==> src/common/jpdr_pkg.sv <==
package jpdr_pkg;
  localparam logic [3:0]  JPDR_IR_UNLOCK   = 4'h4;
  localparam logic [3:0]  JPDR_IR_COMMAND  = 4'h5;
  localparam logic [3:0]  JPDR_IR_PLOAD    = 4'h6;
  localparam logic [3:0]  JPDR_IR_PREAD    = 4'h7;
  localparam logic [3:0]  JPDR_IR_RESET    = 4'hC;
  localparam int          JPDR_CMD_W       = 15;
  localparam int          JPDR_EN_W        = 16;
  localparam logic [15:0] JPDR_SIGNATURE   = 16'hA370;
  localparam logic [15:0] JPDR_EN_RESET    = 16'h0000;
  localparam int          JPDR_PAGE_BITS   = 1024;
  localparam int          JPDR_PAGE_BYTES  = JPDR_PAGE_BITS / 8;
  localparam int          JPDR_READ_BITS   = JPDR_PAGE_BITS + 8;
  localparam int          JPDR_FIFO_DEPTH  = 16;
  // Reset time-out lengths for each fuse selection, in microseconds.
  localparam int          JPDR_TOUT0_US    = 0;
  localparam int          JPDR_TOUT1_US    = 4100;
  localparam int          JPDR_TOUT2_US    = 65000;
  localparam int          JPDR_CLK_MHZ     = 100;
  localparam int          JPDR_TOUT1_CYC   = JPDR_TOUT1_US * JPDR_CLK_MHZ;
  localparam int          JPDR_TOUT2_CYC   = JPDR_TOUT2_US * JPDR_CLK_MHZ;

  // TAP controller state strobes seen by the data registers.
  typedef struct packed {
    logic       capture_dr;
    logic       shift_dr;
    logic       update_dr;
    logic       run_idle;
    logic [3:0] instr;
  } jpdr_tap_t;

  // One page byte moving into the page buffer.
  typedef struct packed {
    logic [6:0] addr;
    logic [7:0] data;
  } jpdr_byte_t;
endpackage

==> src/core/jpdr_core.sv <==
`timescale 1ns/1ns
`default_nettype none
module jpdr_core import jpdr_pkg::*; #(
  parameter int TOUT1_CYC = JPDR_TOUT1_CYC,
  parameter int TOUT2_CYC = JPDR_TOUT2_CYC
) (
  // Clock, power-on reset and enable.
  input  wire logic             clk_sys,
  input  wire logic             reset_n,
  input  wire logic             clk_en,
  // Scan pins and TAP state from the controller.
  input  wire logic             tck,
  input  wire logic             tdi,
  input  wire jpdr_tap_t        tap,
  output logic                  tdo,
  output logic                  tdo_oe,
  // Clock-option fuse selection for the reset time-out.
  input  wire logic [1:0]       tout_sel,
  // Command path to the memory controller.
  output logic                  cmd_valid,
  input  wire logic             cmd_ready,
  output logic [JPDR_CMD_W-1:0] cmd_data,
  output logic                  cmd_exec,
  input  wire logic [JPDR_CMD_W-1:0] cmd_result,
  // Page buffer access.
  output logic                  pg_wr,
  output logic                  pg_rd,
  output jpdr_byte_t            pg_wbyte,
  output logic [6:0]            pg_raddr,
  input  wire logic [7:0]       pg_rdata,
  // Device state.
  output logic                  core_reset,
  output logic                  prog_enabled
);
  typedef struct packed {
    logic [2:0]            tck_sync;
    logic [1:0]            tdi_sync;
    logic                  prev_upd;
    logic                  prev_idle;
    logic                  prev_cap;
    logic [JPDR_CMD_W-1:0] cmd_sh;
    logic [JPDR_EN_W-1:0]  en_sh;
    logic                  prog_en;
    logic                  rst_bit;
    logic [7:0]            pg_sh;
    logic [2:0]            bit_cnt;
    logic [6:0]            byte_addr;
    logic                  lost;
    logic [31:0]           tout_cnt;
    logic                  tdo_bit;
    logic                  exec;
    logic                  wr;
    jpdr_byte_t            wbyte;
  } jpdr_st_t;

  jpdr_st_t st_r;
  jpdr_st_t st_nxt;
  logic     tck_rise;
  logic     tck_fall;
  logic     tdi_s;
  logic     fifo_ready;
  logic [31:0] tout_len;

  // Only the second and third stages are looked at; the first settles.
  assign tck_rise = st_r.tck_sync[1] & ~st_r.tck_sync[2];
  assign tck_fall = ~st_r.tck_sync[1] & st_r.tck_sync[2];
  assign tdi_s    = st_r.tdi_sync[1];

  always_comb begin
    unique case (tout_sel)
      2'b00:   tout_len = 32'(JPDR_TOUT0_US * JPDR_CLK_MHZ);
      2'b01:   tout_len = 32'(TOUT1_CYC);
      default: tout_len = 32'(TOUT2_CYC);
    endcase
  end

  // All data-register work happens on detected TCK edges.
  always_comb begin
    st_nxt          = st_r;
    st_nxt.tck_sync = {st_r.tck_sync[1:0], tck};
    st_nxt.tdi_sync = {st_r.tdi_sync[0], tdi};
    st_nxt.exec     = 1'b0;
    st_nxt.wr       = 1'b0;
    if (tck_rise) begin
      st_nxt.prev_upd  = tap.update_dr;
      st_nxt.prev_idle = tap.run_idle;
      st_nxt.prev_cap  = tap.capture_dr;
      unique case (tap.instr)
        JPDR_IR_COMMAND: begin
          if (tap.capture_dr) begin
            st_nxt.cmd_sh = cmd_result;
          end
          if (tap.shift_dr) begin
            st_nxt.cmd_sh = {tdi_s, st_r.cmd_sh[JPDR_CMD_W-1:1]};
          end
          // One execute pulse on entering Run-Test/Idle.
          if (tap.run_idle && !st_r.prev_idle) begin
            st_nxt.exec = 1'b1;
          end
          // A command that meets a full FIFO is dropped and never executed.
          if (tap.update_dr && !st_r.prev_upd) begin
            st_nxt.lost = ~fifo_ready;
          end
        end
        JPDR_IR_UNLOCK: begin
          if (tap.shift_dr) begin
            st_nxt.en_sh = {tdi_s, st_r.en_sh[JPDR_EN_W-1:1]};
          end
          if (tap.update_dr && !st_r.prev_upd) begin
            st_nxt.prog_en = (st_r.en_sh == JPDR_SIGNATURE);
          end
        end
        JPDR_IR_PLOAD: begin
          if (tap.capture_dr) begin
            st_nxt.bit_cnt   = '0;
            st_nxt.byte_addr = '0;
          end
          // Update-DR moves nothing here; full bytes leave on their own.
          if (tap.shift_dr) begin
            st_nxt.pg_sh   = {tdi_s, st_r.pg_sh[7:1]};
            st_nxt.bit_cnt = st_r.bit_cnt + 3'h1;
            if (st_r.bit_cnt == 3'h7) begin
              st_nxt.wr         = 1'b1;
              st_nxt.wbyte.addr = st_r.byte_addr;
              st_nxt.wbyte.data = {tdi_s, st_r.pg_sh[7:1]};
              st_nxt.byte_addr  = st_r.byte_addr + 7'h01;
            end
          end
        end
        JPDR_IR_PREAD: begin
          // The first eight bits of the chain are a fill byte.
          if (tap.capture_dr) begin
            st_nxt.bit_cnt   = '0;
            st_nxt.byte_addr = '0;
            st_nxt.pg_sh     = 8'h00;
          end
          if (tap.shift_dr) begin
            st_nxt.pg_sh   = {1'b0, st_r.pg_sh[7:1]};
            st_nxt.bit_cnt = st_r.bit_cnt + 3'h1;
            if (st_r.bit_cnt == 3'h7) begin
              st_nxt.pg_sh     = pg_rdata;
              // The byte is in hand, so the next address may go out now.
              st_nxt.byte_addr = st_r.byte_addr + 7'h01;
            end
          end
        end
        JPDR_IR_RESET: begin
          if (tap.shift_dr) begin
            st_nxt.rst_bit = tdi_s;
          end
        end
        default: begin
        end
      endcase
    end
    // TDO changes on the falling edge, as the scan host expects.
    if (tck_fall) begin
      unique case (tap.instr)
        JPDR_IR_COMMAND: st_nxt.tdo_bit = st_r.cmd_sh[0];
        JPDR_IR_UNLOCK:  st_nxt.tdo_bit = st_r.en_sh[0];
        JPDR_IR_PLOAD:   st_nxt.tdo_bit = st_r.pg_sh[0];
        JPDR_IR_PREAD:   st_nxt.tdo_bit = st_r.pg_sh[0];
        JPDR_IR_RESET:   st_nxt.tdo_bit = st_r.rst_bit;
        default:         st_nxt.tdo_bit = 1'b0;
      endcase
    end
    // The time-out reloads while the reset bit is high and then counts down.
    if (st_r.rst_bit) begin
      st_nxt.tout_cnt = tout_len;
    end else if (st_r.tout_cnt != '0) begin
      st_nxt.tout_cnt = st_r.tout_cnt - 32'h1;
    end
  end

  // Power-on reset clears the unlock state and all shifters.
  always_ff @(posedge clk_sys or negedge reset_n) begin
    if (!reset_n) begin
      st_r         <= '0;
      st_r.prog_en <= 1'b0;
    end else if (clk_en) begin
      st_r <= st_nxt;
    end
  end

  // Update-DR latches the command into a FIFO toward the memory side.
  jpdr_fifo #(
    .WIDTH (JPDR_CMD_W),
    .DEPTH (JPDR_FIFO_DEPTH)
  ) u_fifo (
    .clk_sys   (clk_sys),
    .reset_n   (reset_n),
    .clk_en    (clk_en),
    .in_valid  (tck_rise & tap.update_dr & ~st_r.prev_upd &
                (tap.instr == JPDR_IR_COMMAND)),
    .in_ready  (fifo_ready),
    .in_data   (st_r.cmd_sh),
    .out_valid (cmd_valid),
    .out_ready (cmd_ready),
    .out_data  (cmd_data)
  );

  // A dropped command gets no execute pulse; the host must poll busy.
  assign tdo          = st_r.tdo_bit;
  assign tdo_oe       = tap.shift_dr;
  assign cmd_exec     = st_r.exec & ~st_r.lost;
  assign pg_wr        = st_r.wr;
  assign pg_wbyte     = st_r.wbyte;
  assign pg_rd        = tap.shift_dr & (tap.instr == JPDR_IR_PREAD);
  assign pg_raddr     = st_r.byte_addr;
  // Reset follows the bit with no update stage in between.
  assign core_reset   = st_r.rst_bit | (st_r.tout_cnt != '0);
  assign prog_enabled = st_r.prog_en;
endmodule
`default_nettype wire

==> src/core/jpdr_fifo.sv <==
`timescale 1ns/1ns
`default_nettype none
module jpdr_fifo import jpdr_pkg::*; #(
  parameter int WIDTH = 15,
  parameter int DEPTH = 16
) (
  // Clock and reset.
  input  wire logic             clk_sys,
  input  wire logic             reset_n,
  input  wire logic             clk_en,
  // Filling side.
  input  wire logic             in_valid,
  output logic                  in_ready,
  input  wire logic [WIDTH-1:0] in_data,
  // Draining side.
  output logic                  out_valid,
  input  wire logic             out_ready,
  output logic      [WIDTH-1:0] out_data
);
  localparam int AW = $clog2(DEPTH);

  typedef struct packed {
    logic [AW-1:0] wp;
    logic [AW-1:0] rp;
    logic [AW:0]   cnt;
  } jpdr_fifo_st_t;

  logic [WIDTH-1:0] mem [DEPTH];
  jpdr_fifo_st_t    st_r;
  jpdr_fifo_st_t    st_nxt;
  logic             push;
  logic             pop;

  // Full and empty come straight from the occupancy count.
  assign in_ready  = (st_r.cnt != (AW+1)'(DEPTH));
  assign out_valid = (st_r.cnt != '0);
  assign out_data  = mem[st_r.rp];
  assign push      = clk_en & in_valid & in_ready;
  assign pop       = clk_en & out_valid & out_ready;

  // Pointer arithmetic wraps on a power-of-two depth.
  always_comb begin
    st_nxt = st_r;
    if (push) begin
      st_nxt.wp = st_r.wp + 1'b1;
    end
    if (pop) begin
      st_nxt.rp = st_r.rp + 1'b1;
    end
    st_nxt.cnt = st_r.cnt + (AW+1)'(push) - (AW+1)'(pop);
  end

  // Storage has no reset; only the pointers and the count need a known value.
  always_ff @(posedge clk_sys) begin
    if (push) begin
      mem[st_r.wp] <= in_data;
    end
  end

  always_ff @(posedge clk_sys or negedge reset_n) begin
    if (!reset_n) begin
      st_r <= '0;
    end else begin
      st_r <= st_nxt;
    end
  end
endmodule
`default_nettype wire

==> config.mk <==
export PLATFORM = sky130hd
export DESIGN_NAME = jpdr_core
export DESIGN_NICKNAME = d
export VERILOG_FILES = /design/src/common/jpdr_pkg.sv /design/src/core/jpdr_core.sv /design/src/core/jpdr_fifo.sv
export SDC_FILE = /design/constraint.sdc
export NUM_CORES = 1
export LEC_CHECK = 0
export ABC_AREA = 1
export BUFFER_PORTS_ARGS = -buffer_cell sky130_fd_sc_hd__buf_4
export CAP_MARGIN = 10
export CORE_ASPECT_RATIO = 1.25
export CORE_MARGIN = 5
export CORE_UTILIZATION = 45
export DETAILED_ROUTE_END_ITERATION = 10
export PLACE_DENSITY = 0.71
export SLEW_MARGIN = 0
export SYNTH_ARGS = -nofsm -noshare
export SYNTH_HDL_FRONTEND = slang
export SYNTH_SLANG_ARGS = --single-unit
==> constraint.sdc <==
create_clock -name clk_sys -period 2.9 [get_ports clk_sys]
set_input_delay 0.58 -clock clk_sys [delete_from_list [all_inputs] [get_ports clk_sys]]
set_output_delay 0.58 -clock clk_sys [all_outputs]
set_load 0.02 [all_outputs]
==> results of run 1 <==
==> area by class of cell <==
type	instances	area, um2	share of cell area [%]
Sequential cell	362	10260	55.63
Multi-Input combinational cell	996	4945	26.80
Timing Repair Buffer	123	1044	5.655
Clock buffer	46	1032	5.594
Tap cell	474	593.1	3.214
Inverter	94	366.6	1.987
Clock inverter	23	207.7	1.126
==> timing repair <==
action                     CTS  global route
setup buffers                0             0
setup endpoints to repair   12            13
gates cloned                 0             1
gates resized for setup      3             8
==> synthesized netlist by cell type (3+ instances only) <==
library cell	count
o21ai_1	15
a31oi_1	16
nand2_1	253
o211ai_1	45
nor3_1	4
buf_4	26
xor2_1	13
nand3_1	38
nand2_2	6
o21ai_0	197
nor2_2	7
edfxtp_1	240
o21bai_1	3
nor4_1	4
o221ai_1	15
a21oi_1	28
dfrtp_1	122
ha_1	16
buf_1	7
o22ai_1	30
nor2_4	4
nor2_1	264
inv_2	4
inv_1	88
buf_2	15
clkbuf_1	41
nand2_4	6
buf_6	7
nand4_1	15
==> flip-flops by register name, summed over array words and instances, names as in the netlist <==
register,count
pg_raddr,7
st_nxt,3
tdo,1
u_fifo.mem,240
pg_wr,1
prog_enabled,1
pg_wbyte,15
u_fifo.st_r,13
st_r,81
==> how the worst min path moves through the flow <==
stage	start	end	slack [ns]
6_report	reset_n	st_r[65]	0.07
2_1_floorplan	reset_n	pg_raddr[0]	0.28
5_1_grt	reset_n	pg_wbyte[3]	0.11
3_3_place_gp	st_r[59]	st_r[59]	0.46
4_1_cts	reset_n	st_r[26]	0.09
3_5_place_dp	st_nxt[108]	st_nxt[108]	0.46
==> logic make-up after synthesis <==
| kind of cell | count (synthesis) | synth area share [%] |
|---|---|---|
| compound gates | 354 | 12.63 |
| xor+xnor | 15 | 0.8167 |
| mux | 2 | 0.1633 |
| simple gates | 608 | 15.76 |
| flops | 362 | 63.78 |
| buf+inv | 190 | 5.483 |
| fa+ha+maj | 17 | 1.369 |
==> power breakdown <==
part	switching [W]	internal [W]
clock	0.00201	0.00282
sequential	0.000555	0.00606
combinational	0.00306	0.00170
==> placed cells by master, fill, tap and decap left out, types with 6 or more instances in the layout <==
cell / instances
nor2_1: 264
nand2_1: 253
edfxtp_1: 240
o21ai_0: 197
dfrtp_1: 121
buf_4: 112
inv_1: 86
o211ai_1: 45
clkbuf_16: 40
nand3_1: 38
o22ai_1: 30
a21oi_1: 28
a31oi_1: 16
ha_1: 16
nand4_1: 15
o221ai_1: 15
o21ai_1: 15
xor2_1: 13
clkinv_1: 11
nor2_2: 7
buf_12: 7
nand2_4: 6
nand2_2: 6
==> stage by stage <==
step | setup WS (ns) | power, W | TNS (ns) | cell area, um2
final | 0.08101 | 0.01621 | 0 | 18450
after global routing | -0.01476 | 0.01706 | -0.02884 | 18450
after CTS | 0.006026 | 0.01621 | 0 | 18410
after detailed placement | 0.3199 | 0.01138 | 0 | 17160
after global placement | 0.4125 | 0.01125 | 0 | 17160
after floorplan | 0.3632 | 0.009600 | 0 | 16090
==> routing by layer <==
metal  wire (um)  up-vias
met3        2460       64
met2       18730      405
met5           0        -
met1       16160     5577
met4         976        0
li1            -     5489
==> critical path: stages, from the launching register on <==
cell and delay, ns:
dfrtp_4 0.52, buf_12 0.21, o21ai_0 0.21, o22ai_1 0.10, o211ai_1 0.28, nand2_1 0.15, buf_4 0.19
==> impl_results.md, run 1 <==
* Largest net degree at the start of global routing at 74
* PwrDens at 878.4 nW/um2
* Critical Path Source Type: flop
* Max-Cap Viols at 0
* Reg2Reg Depth at 13
* DP HPWL at 24.23 mm
* CP max FO at 73
* CTS Buf Count at 38
* Least-Margin Pin Slew at 0.7843 ns
* Global-route track usage on met2 at 31.58%
* Pins Over Slew Limit at 0
* Clock tree buffer depth at 3
* Register area share after synthesis at 63.78%
* CTS H-tree lvls at 2
* Skew final at 0.02140 ns
* RSZ-0062 raised after global routing: true
* Number of flops mapped to enable cells by yosys at 240
* Vias per cell at 5.446
* CP startpoint: u_fifo.st_r[5]
* Share of cells above drive strength 1 at 13.20%
* Maximum clock rate at 354.7 MHz
* Initial DRC count at 1030
* Chip height at 221.4 um
* GR met3 Demand/Resource at 3.568%
* Worst-skew pair later-pin latency at 0.54 ns
* CTS Hold Bufs at 0
* CTS clk-pin slew, worst paths at 0.06 ns
* Num Clock Sinks at 362
* Synth area leaders: edfxtp_1 45%, dfrtp_1 19%, nor2_1 6.2%
* First-pass GRT wire length at 59.71 mm
* Placed instance count at 2048
* Worst setup path end: cmd_data[13]
* Status: completed
* Total of warnings raised by yosys at 0
* WL per Instance at 18.09 um
* Inserted Diodes at 0
* Crit path capture type: output port
* Req. time, crit path at 2.32 ns
* # IOs at 84
* Met1 usage at 25.40%
* R2r endpoint: u_fifo.st_r[4]
* Die W at 179.1 um
* Drt pass-1 iters at 5
* Post-synthesis area per instance at 10.39 um2
* Synth top area share at 44.80%
* Vias after detailed routing at 11535
* Gr busiest metal: met2
* # rows at 77
* CTS tree: yes
* Post-route ant nets at 0
* Syn-to-layout area delta at 14.70%
* DRC violations left at 0
* Relative slew slack at 47.71%
* Syn Inst Count at 1548
* Seq cells post-synth at 362
* Cell area after synthesis at 16090 um2
* Part of the cycle the worst path needs at 97.21%
* Main flop type after synthesis: edfxtp_1
* Worst Path Arrival at 2.24 ns
* Gr ovfl total at 0
* Gr usage total at 18.97%
* Netlist cell types at 44
* HP Class: primary input to asynchronous set/reset pin
* Core Region at 35360 um2
* Starting density of the core at 45.50%
* # port buffers at 83
* Antenna violations before repair at 0
* Worst vdd ir at 0.4827 mV
* Largest area contributor in the netlist: edfxtp_1
* Worst R2R Setup Slack at 0.30 ns
* Period minus WS final at 2.819 ns
* Routability cong. at 0.9140
* Core Util, Final at 52.19%
* CTS root buf: clkbuf_16
* # nets final at 1671
* Final hold violation count at 0
* Worst Path Class, Setup: flop to output port
* WHS at 0.07381 ns
* Full die area at 39650 um2
* Post-Layout Cell Count at 2118
* Leakage at 7.203 nW
* # fillers at 3099
* Vias in the first global route at 10926
* FF-to-FF Start: u_fifo.st_r[2]
* Setup violators final at 0
* Synth Net Count at 1604
* Post-Route WL at 38.32 mm
* Fraction of registers with async set/reset at 33.70%
No activity file was read; power rests on OpenSTA's default activity.
==> run 2, diff against run 1 <==
- ABC_AREA: 1 -> default
==> run 2 against run 1 <==
The flow now finishes with violations (setup timing). Worst hold slack improved by 0.19 ns. Total power fell by 2.7%. Critical path depth fell by 1. Clock power fell by 1%. Setup slack got worse by 0.26 ns. Clock skew fell by 0.0040 ns. Cell count fell by 25%. Combinational power fell by 9.5%. Sequential power rose by 1%. Die area fell by 2.6%. Fmax fell by 8.5%. Highest routed layer unchanged.
==> impl_results.md, run 2 <==
* Vias per cell at 5.695 (was 5.446)
* DP HPWL at 21.29 mm (was 24.23 mm)
* Worst vdd ir at 0.4836 mV (was 0.4827 mV)
* Max-Cap Viols at 0 (unchanged)
* Syn Inst Count at 976 (was 1548)
* Cell area after synthesis at 15650 um2 (was 16090 um2)
* CTS Buf Count at 36 (was 38)
* Leading cell type by number of instances after synthesis: edfxtp_1 (was nor2_1)
* Failing checks: setup timing
* Synth top area share at 46.05% (was 44.80%)
* Post-Route WL at 34.35 mm (was 38.32 mm)
* Number of flops mapped to enable cells by yosys at 240 (unchanged)
* Status: finished with violations (was completed)
* Vias after detailed routing at 9009 (was 11535)
* Pins Over Slew Limit at 0 (unchanged)
* Antenna violations before repair at 0 (unchanged)
* Worst Path Arrival at 2.50 ns (was 2.24 ns)
* Drt pass-1 iters at 5 (unchanged)
* CP max FO at 5 (was 73)
* Seq cells post-synth at 362 (unchanged)
* Setup violators final at 16 (was 0)
* Routability cong. at 0.8152 (was 0.9140)
* Period minus WS final at 3.082 ns (was 2.819 ns)
* # IOs at 84 (unchanged)
* # port buffers at 83 (unchanged)
* Post-synthesis simple-gate area fraction at 8.802% (was 15.76%)
* HP Class: primary input to flop (was primary input to asynchronous set/reset pin)
* Worst Path Class, Setup: flop to output port (unchanged)
* Placed inst area at 17020 um2 (was 17160 um2)
* Skew final at 0.01739 ns (was 0.02140 ns)
* CTS clk-pin slew, worst paths at 0.06 ns (about the same)
* Leakage at 7.083 nW (was 7.203 nW)
* Gr usage total at 17.57% (was 18.97%)
* Core Region at 34420 um2 (was 35360 um2)
* # rows at 76 (was 77)
* Worst setup margin at -0.1824 ns (was 0.08101 ns)
* Post-Layout Cell Count at 1582 (was 2118)
* Main flop type after synthesis: edfxtp_1 (unchanged)
* First-pass GRT wire length at 53.14 mm (was 59.71 mm)
* Fraction of registers with async set/reset at 33.70% (unchanged)
* # fillers at 2763 (was 3099)
* Synth area leaders: edfxtp_1 46%, dfrtp_1 20%, mux4_2 11% (was edfxtp_1 45%, dfrtp_1 19%, nor2_1 6.2%)
* Die W at 176.8 um (was 179.1 um)
* Req. time, crit path at 2.32 ns (about the same)
* # nets final at 1142 (was 1671)
* Critical Path Source Type: flop (unchanged)
* Starting density of the core at 45.47% (was 45.50%)
* Post-synthesis area per instance at 16.04 um2 (was 10.39 um2)
* Total of warnings raised by yosys at 0 (unchanged)
* Initial DRC count at 656 (was 1030)
* Largest register FFs at 240 (unchanged)
* Synth Area in Compound Gates at 4.940% (was 12.63%)
* Clock tree buffer depth at 3 (unchanged)
* Largest area contributor in the netlist: edfxtp_1 (unchanged)
* Crit path capture type: output port (unchanged)
* Share of cells above drive strength 1 at 32.76% (was 13.20%)
* WL per Instance at 21.71 um (was 18.09 um)
* Commonest non-fill, non-tap cell in the layout: edfxtp_1 (was nor2_1)
* Fraction of synthesized area in multiplexers at 15.43% (was 0.1633%)
* Num Clock Sinks at 362 (unchanged)
* DP Worst Slack at 0.06824 ns (was 0.3199 ns)
* Largest Register: u_fifo.mem (unchanged)
* Post-synth top cells: 240 x edfxtp_1, 122 x dfrtp_1, 75 x mux4_2 (was 264 x nor2_1, 253 x nand2_1, 240 x edfxtp_1)
* Maximum clock rate at 324.4 MHz (was 354.7 MHz)
* Syn-to-layout area delta at 18.51% (was 14.70%)
* Vias in the first global route at 9172 (was 10926)
* Least-Margin Pin Slew at 0.7003 ns (was 0.7843 ns)
* Inserted Diodes at 0 (unchanged)
* Placed instance count at 1500 (was 2048)
* DRC violations left at 0 (unchanged)
* CTS H-tree lvls at 2 (unchanged)
* Largest family of logic cells by synthesized area: multiplexers (was simple AND/OR/NAND/NOR gates)
* Final hold violation count at 0 (unchanged)
* Register area share after synthesis at 65.55% (was 63.78%)
* Full die area at 38630 um2 (was 39650 um2)
* Worst-skew pair later-pin latency at 0.54 ns (about the same)
* WHS at 0.2612 ns (was 0.07381 ns)
* Relative slew slack at 53.32% (was 47.71%)
* Post-route ant nets at 0 (unchanged)
* CTS tree: yes (unchanged)
* Synth Net Count at 1032 (was 1604)
* PwrDens at 850.5 nW/um2 (was 878.4 nW/um2)
* Most frequent cells in the layout: 240 x edfxtp_1, 117 x dfrtp_1, 104 x buf_4 (was 264 x nor2_1, 253 x nand2_1, 240 x edfxtp_1)
* Post-synthesis adder-cell area fraction at 1.407% (was 1.369%)
* Post-Synth XOR/XNOR Area at 0.5596% (was 0.8167%)
* RSZ-0062 raised after global routing: true (unchanged)
* Largest net degree at the start of global routing at 48 (was 74)
* Chip height at 218.5 um (was 221.4 um)
* Netlist cell types at 81 (was 44)
* Gr ovfl total at 0 (unchanged)
* Post-route cell area at 18550 um2 (was 18450 um2)
* CTS root buf: clkbuf_16 (unchanged)
* Part of the cycle the worst path needs at 106.3% (was 97.21%)
==> run 2: through the flow <==
step / power [W] / setup TNS (ns) / utilization (%)
detailed placement: 0.01067 / 0 / 49.44
floorplan: 0.009297 / -20.30 / -
global placement: 0.01058 / 0 / 49.44
CTS: 0.01566 / -2.533 / 53.36
finish: 0.01578 / -2.207 / 53.89
global route: 0.01651 / -3.127 / 53.89
==> run 2: report_power, final <==
group	internal [W]	switching (W)	total, W
Clock	0.00280	0.00198	0.00478
Sequential	0.00605	0.000627	0.00668
Combinational	0.00232	0.00199	0.00431
Total	0.0112	0.00459	0.0158
==> run 2: final timing paths <==
kind	from	end	slack (ns)	cells past startpoint
setup / recovery	u_fifo.st_r[5]	cmd_data[13]	-0.18	5
hold / removal	tap[5]	st_r[104]	0.26	3
setup reg to reg	u_fifo.st_r[2]	u_fifo.st_r[4]	0.18	14
hold reg to reg	st_r[104]	st_r[104]	0.46	2
max in group asynchronous	reset_n	st_r[88]	1.64	3
min in group asynchronous	reset_n	pg_wbyte[3]	0.51	2
==> run 2: logic make-up after synthesis <==
logic type               count (synthesis)
multiplexers                           142
AND/OR/NAND/NOR                        231
flip-flops                             362
buffers and inverters                  102
XOR/XNOR                                10
AO/OA/AOI/OAI                          112
adder cells (fa/ha/maj)                 17
==> run 2: critical path, cell delays in order, from the launching register on <==
cell and delay [ns]:
dfrtp_4 0.47, buf_12 0.15, buf_12 0.13, mux4_2 0.51, mux4_2 0.55, buf_6 0.17
==> run 2: routing by layer <==
layer	global-route usage, %	vias to the layer above	share of wire (%)
li1	-	4015	-
met3	3.253	48	6.2
met2	29.73	322	51
met5	0	-	0
met4	4.231	0	1.9
met1	23.79	4624	41
==> run 2: area by class of cell <==
class	count	area (um2)	share of cell area [%]
Sequential cell	362	10270	55.36
Multi-Input combinational cell	512	4931	26.58
Tap cell	468	585.6	3.157
Inverter	31	116.4	0.6273
Clock inverter	21	239.0	1.288
Clock buffer	45	985.9	5.315
Timing Repair Buffer	143	1423	7.669
==> run 2: timing repair <==
| item | in CTS | in global routing |
|---|---|---|
| pin swaps | 2 | 2 |
| gates cloned | 0 | 4 |
| endpoints found under the setup margin | 16 | 17 |
| buffers inserted | 4 | 7 |
| endpoints found under the hold margin | 26 | 0 |
| gates resized for setup | 24 | 4 |
| hold buffers | 1 | 0 |
==> run 3, diff against run 2 <==
- CORE_UTILIZATION: 45 -> 40
- PLACE_DENSITY: 0.71 -> 0.65
==> run 3 against run 2 <==
Sequential power barely moved. Critical path depth did not move. Highest routed layer unchanged. Cell count rose by 2.2%. Clock power barely moved. Sequential share of layout area decreased by 0.30 points. Clock skew about the same. Via count is 1.2% lower. Critical path type unchanged. The run still ends with setup timing left.
==> impl_results.md, run 3 (same netlist as run 2, synthesis figures left out) <==
* Crit-path leading delay family: multiplexers (unchanged)
* PwrDens at 840.7 nW/um2 (was 850.5 nW/um2)
* # port buffers at 83 (unchanged)
* Part of the cycle the worst path needs at 106.2% (was 106.3%)
* HP Class: primary input to asynchronous set/reset pin (was primary input to flop)
* Area of the multi-input gates at 4937 um2 (was 4931 um2)
* Initial DRC count at 685 (was 656)
* DRC violations left at 0 (unchanged)
* Starting density of the core at 40.22% (was 45.47%)
* WP buf/inv at 3 (unchanged)
* Vias per cell at 5.503 (was 5.695)
* Maximum clock rate at 324.7 MHz (was 324.4 MHz)
* CP max FO at 7 (was 5)
* Drt pass-1 iters at 5 (unchanged)
* Post-route ant nets at 0 (unchanged)
* Worst setup margin at -0.1795 ns (was -0.1824 ns)
* WL per Instance at 21.54 um (was 21.71 um)
* Core Util, Final at 47.92% (was 53.89%)
* Inserted Diodes at 0 (unchanged)
* Status: finished with violations (unchanged)
* Placed inst area at 17140 um2 (was 17020 um2)
* CTS tree: yes (unchanged)
* CP cell instances: buf_12 > buf_12 > mux4_2 > mux4_2 > buf_6 (unchanged)
* Max-Cap Viols at 0 (unchanged)
* Vias in the first global route at 9214 (was 9172)
* Most frequent cells in the layout: 240 x edfxtp_1, 118 x dfrtp_1, 107 x buf_4 (was 240 x edfxtp_1, 117 x dfrtp_1, 104 x buf_4)
* Commonest non-fill, non-tap cell in the layout: edfxtp_1 (unchanged)
* Largest register FFs at 240 (unchanged)
* Antenna violations before repair at 0 (unchanged)
* Worst Path Class, Setup: flop to output port (unchanged)
* # fillers at 3306 (was 2763)
* CTS root buf: clkbuf_16 (unchanged)
* RSZ-0062 raised after global routing: true (unchanged)
* CTS H-tree lvls at 2 (unchanged)
* Leakage at 7.087 nW (was 7.083 nW)
* Clock tree buffer depth at 3 (unchanged)
* # nets final at 1146 (was 1142)
* CP max stage cell: mux4_2 (unchanged)
* Relative slew slack at 57.25% (was 53.32%)
* Skew final at 0.01765 ns (was 0.01739 ns)
* DP HPWL at 21.75 mm (was 21.29 mm)
* Core Region at 38920 um2 (was 34420 um2)
* Syn-to-layout area delta at 19.15% (was 18.51%)
* Setup_tns at -2.116 ns (was -2.207 ns)
* Critical Path Source Type: flop (unchanged)
* Largest net degree at the start of global routing at 66 (was 48)
* Post-route cell area at 18650 um2 (was 18550 um2)
* CTS Hold Bufs at 0 (was 1)
* Crit path capture type: output port (unchanged)
* Setup violators final at 16 (unchanged)
* Pins Over Slew Limit at 0 (unchanged)
* Post-Route WL at 34.83 mm (was 34.35 mm)
* Worst-skew pair later-pin latency at 0.54 ns (about the same)
* Final hold violation count at 0 (unchanged)
* Largest Register: u_fifo.mem (unchanged)
* Share of cells above drive strength 1 at 32.62% (was 32.76%)
* FF+latch area at 10270 um2 (about the same)
* Full die area at 43210 um2 (was 38630 um2)
* Slowest cell delay on critical path at 0.53 ns (was 0.55 ns)
* Req. time, crit path at 2.32 ns (about the same)
* Gr usage total at 15.93% (was 17.57%)
* Num Clock Sinks at 362 (unchanged)
* Least-Margin Pin Slew at 0.6413 ns (was 0.7003 ns)
* CTS clk-pin slew, worst paths at 0.06 ns (about the same)
* # IOs at 84 (unchanged)
* Period minus WS final at 3.080 ns (was 3.082 ns)
* # rows at 81 (was 76)
* Chip height at 231.2 um (was 218.5 um)
* Die W at 186.9 um (was 176.8 um)
* WHS at 0.01690 ns (was 0.2612 ns)
* Gr ovfl total at 0 (unchanged)
* Vias after detailed routing at 8898 (was 9009)
* CTS Buf Count at 37 (was 36)
* First-pass GRT wire length at 53.79 mm (was 53.14 mm)
* Routability cong. at 0.8138 (was 0.8152)
* Failing checks: setup timing (unchanged)
* Design Power at 0.01568 W (was 0.01578 W)
* Worst vdd ir at 0.4518 mV (was 0.4836 mV)
* Worst Path Arrival at 2.50 ns (about the same)
==> run 3: cell count changes in the layout (fill, tap and decap cells not counted), sizes merged <==
cell / delta
clkinvlp: +1
dlygate4sd3: -1
buf: +6
inv: -1
clkinv: -3
clkbuf: +3
==> run 3: what timing repair did <==
action | 4_1_cts | 5_1_grt
buffers inserted | 11 | 0
endpoints found under the setup margin | 16 | 17
pin swaps | 2 | 0
gates resized for setup | 19 | 13
gates cloned | 0 | 2
==> run 3: power breakdown <==
group	internal [W]	switching [W]
Sequential	0.00605	0.000630
Clock	0.00283	0.00198
Combinational	0.00229	0.00189
Total	0.0112	0.00451
==> run 3: metrics by stage <==
step,cells,setup WS [ns]
floorplan,976,-0.3384
global placement,1537,0.1904
detailed placement,1537,0.1410
CTS,1615,-0.2137
global route,1617,-0.2453
finish,1617,-0.1795
==> run 3: worst paths after layout <==
kind | start | slack (ns) | end | cells past startpoint
setup / recovery | u_fifo.st_r[5] | -0.18 | cmd_data[12] | 5
setup reg to reg | u_fifo.st_r[3] | 0.21 | u_fifo.st_r[4] | 14
hold reg to reg | st_r[16] | 0.48 | st_r[16] | 1
min in group clk_sys | tap[4] | 0.26 | st_r[103] | 3
max in group asynchronous | reset_n | 2.01 | st_r[63] | 2
hold / removal | reset_n | 0.02 | st_r[39] | 1
==> run 3: cell type report <==
| type | count | area share, % |
|---|---|---|
| Clock inverter | 18 | 1.302 |
| Timing Repair Buffer | 146 | 7.810 |
| Inverter | 31 | 0.6240 |
| Clock buffer | 50 | 5.388 |
| Multi-Input combinational cell | 512 | 26.48 |
| Tap cell | 498 | 3.341 |
| Sequential cell | 362 | 55.06 |
==> run 3: metal layers <==
| layer | global-route usage, % | wire (um) |
|---|---|---|
| met5 | 0 | 0 |
| met4 | 4.161 | 660 |
| met3 | 2.938 | 2187 |
| met2 | 27.45 | 17820 |
| met1 | 21.03 | 14160 |
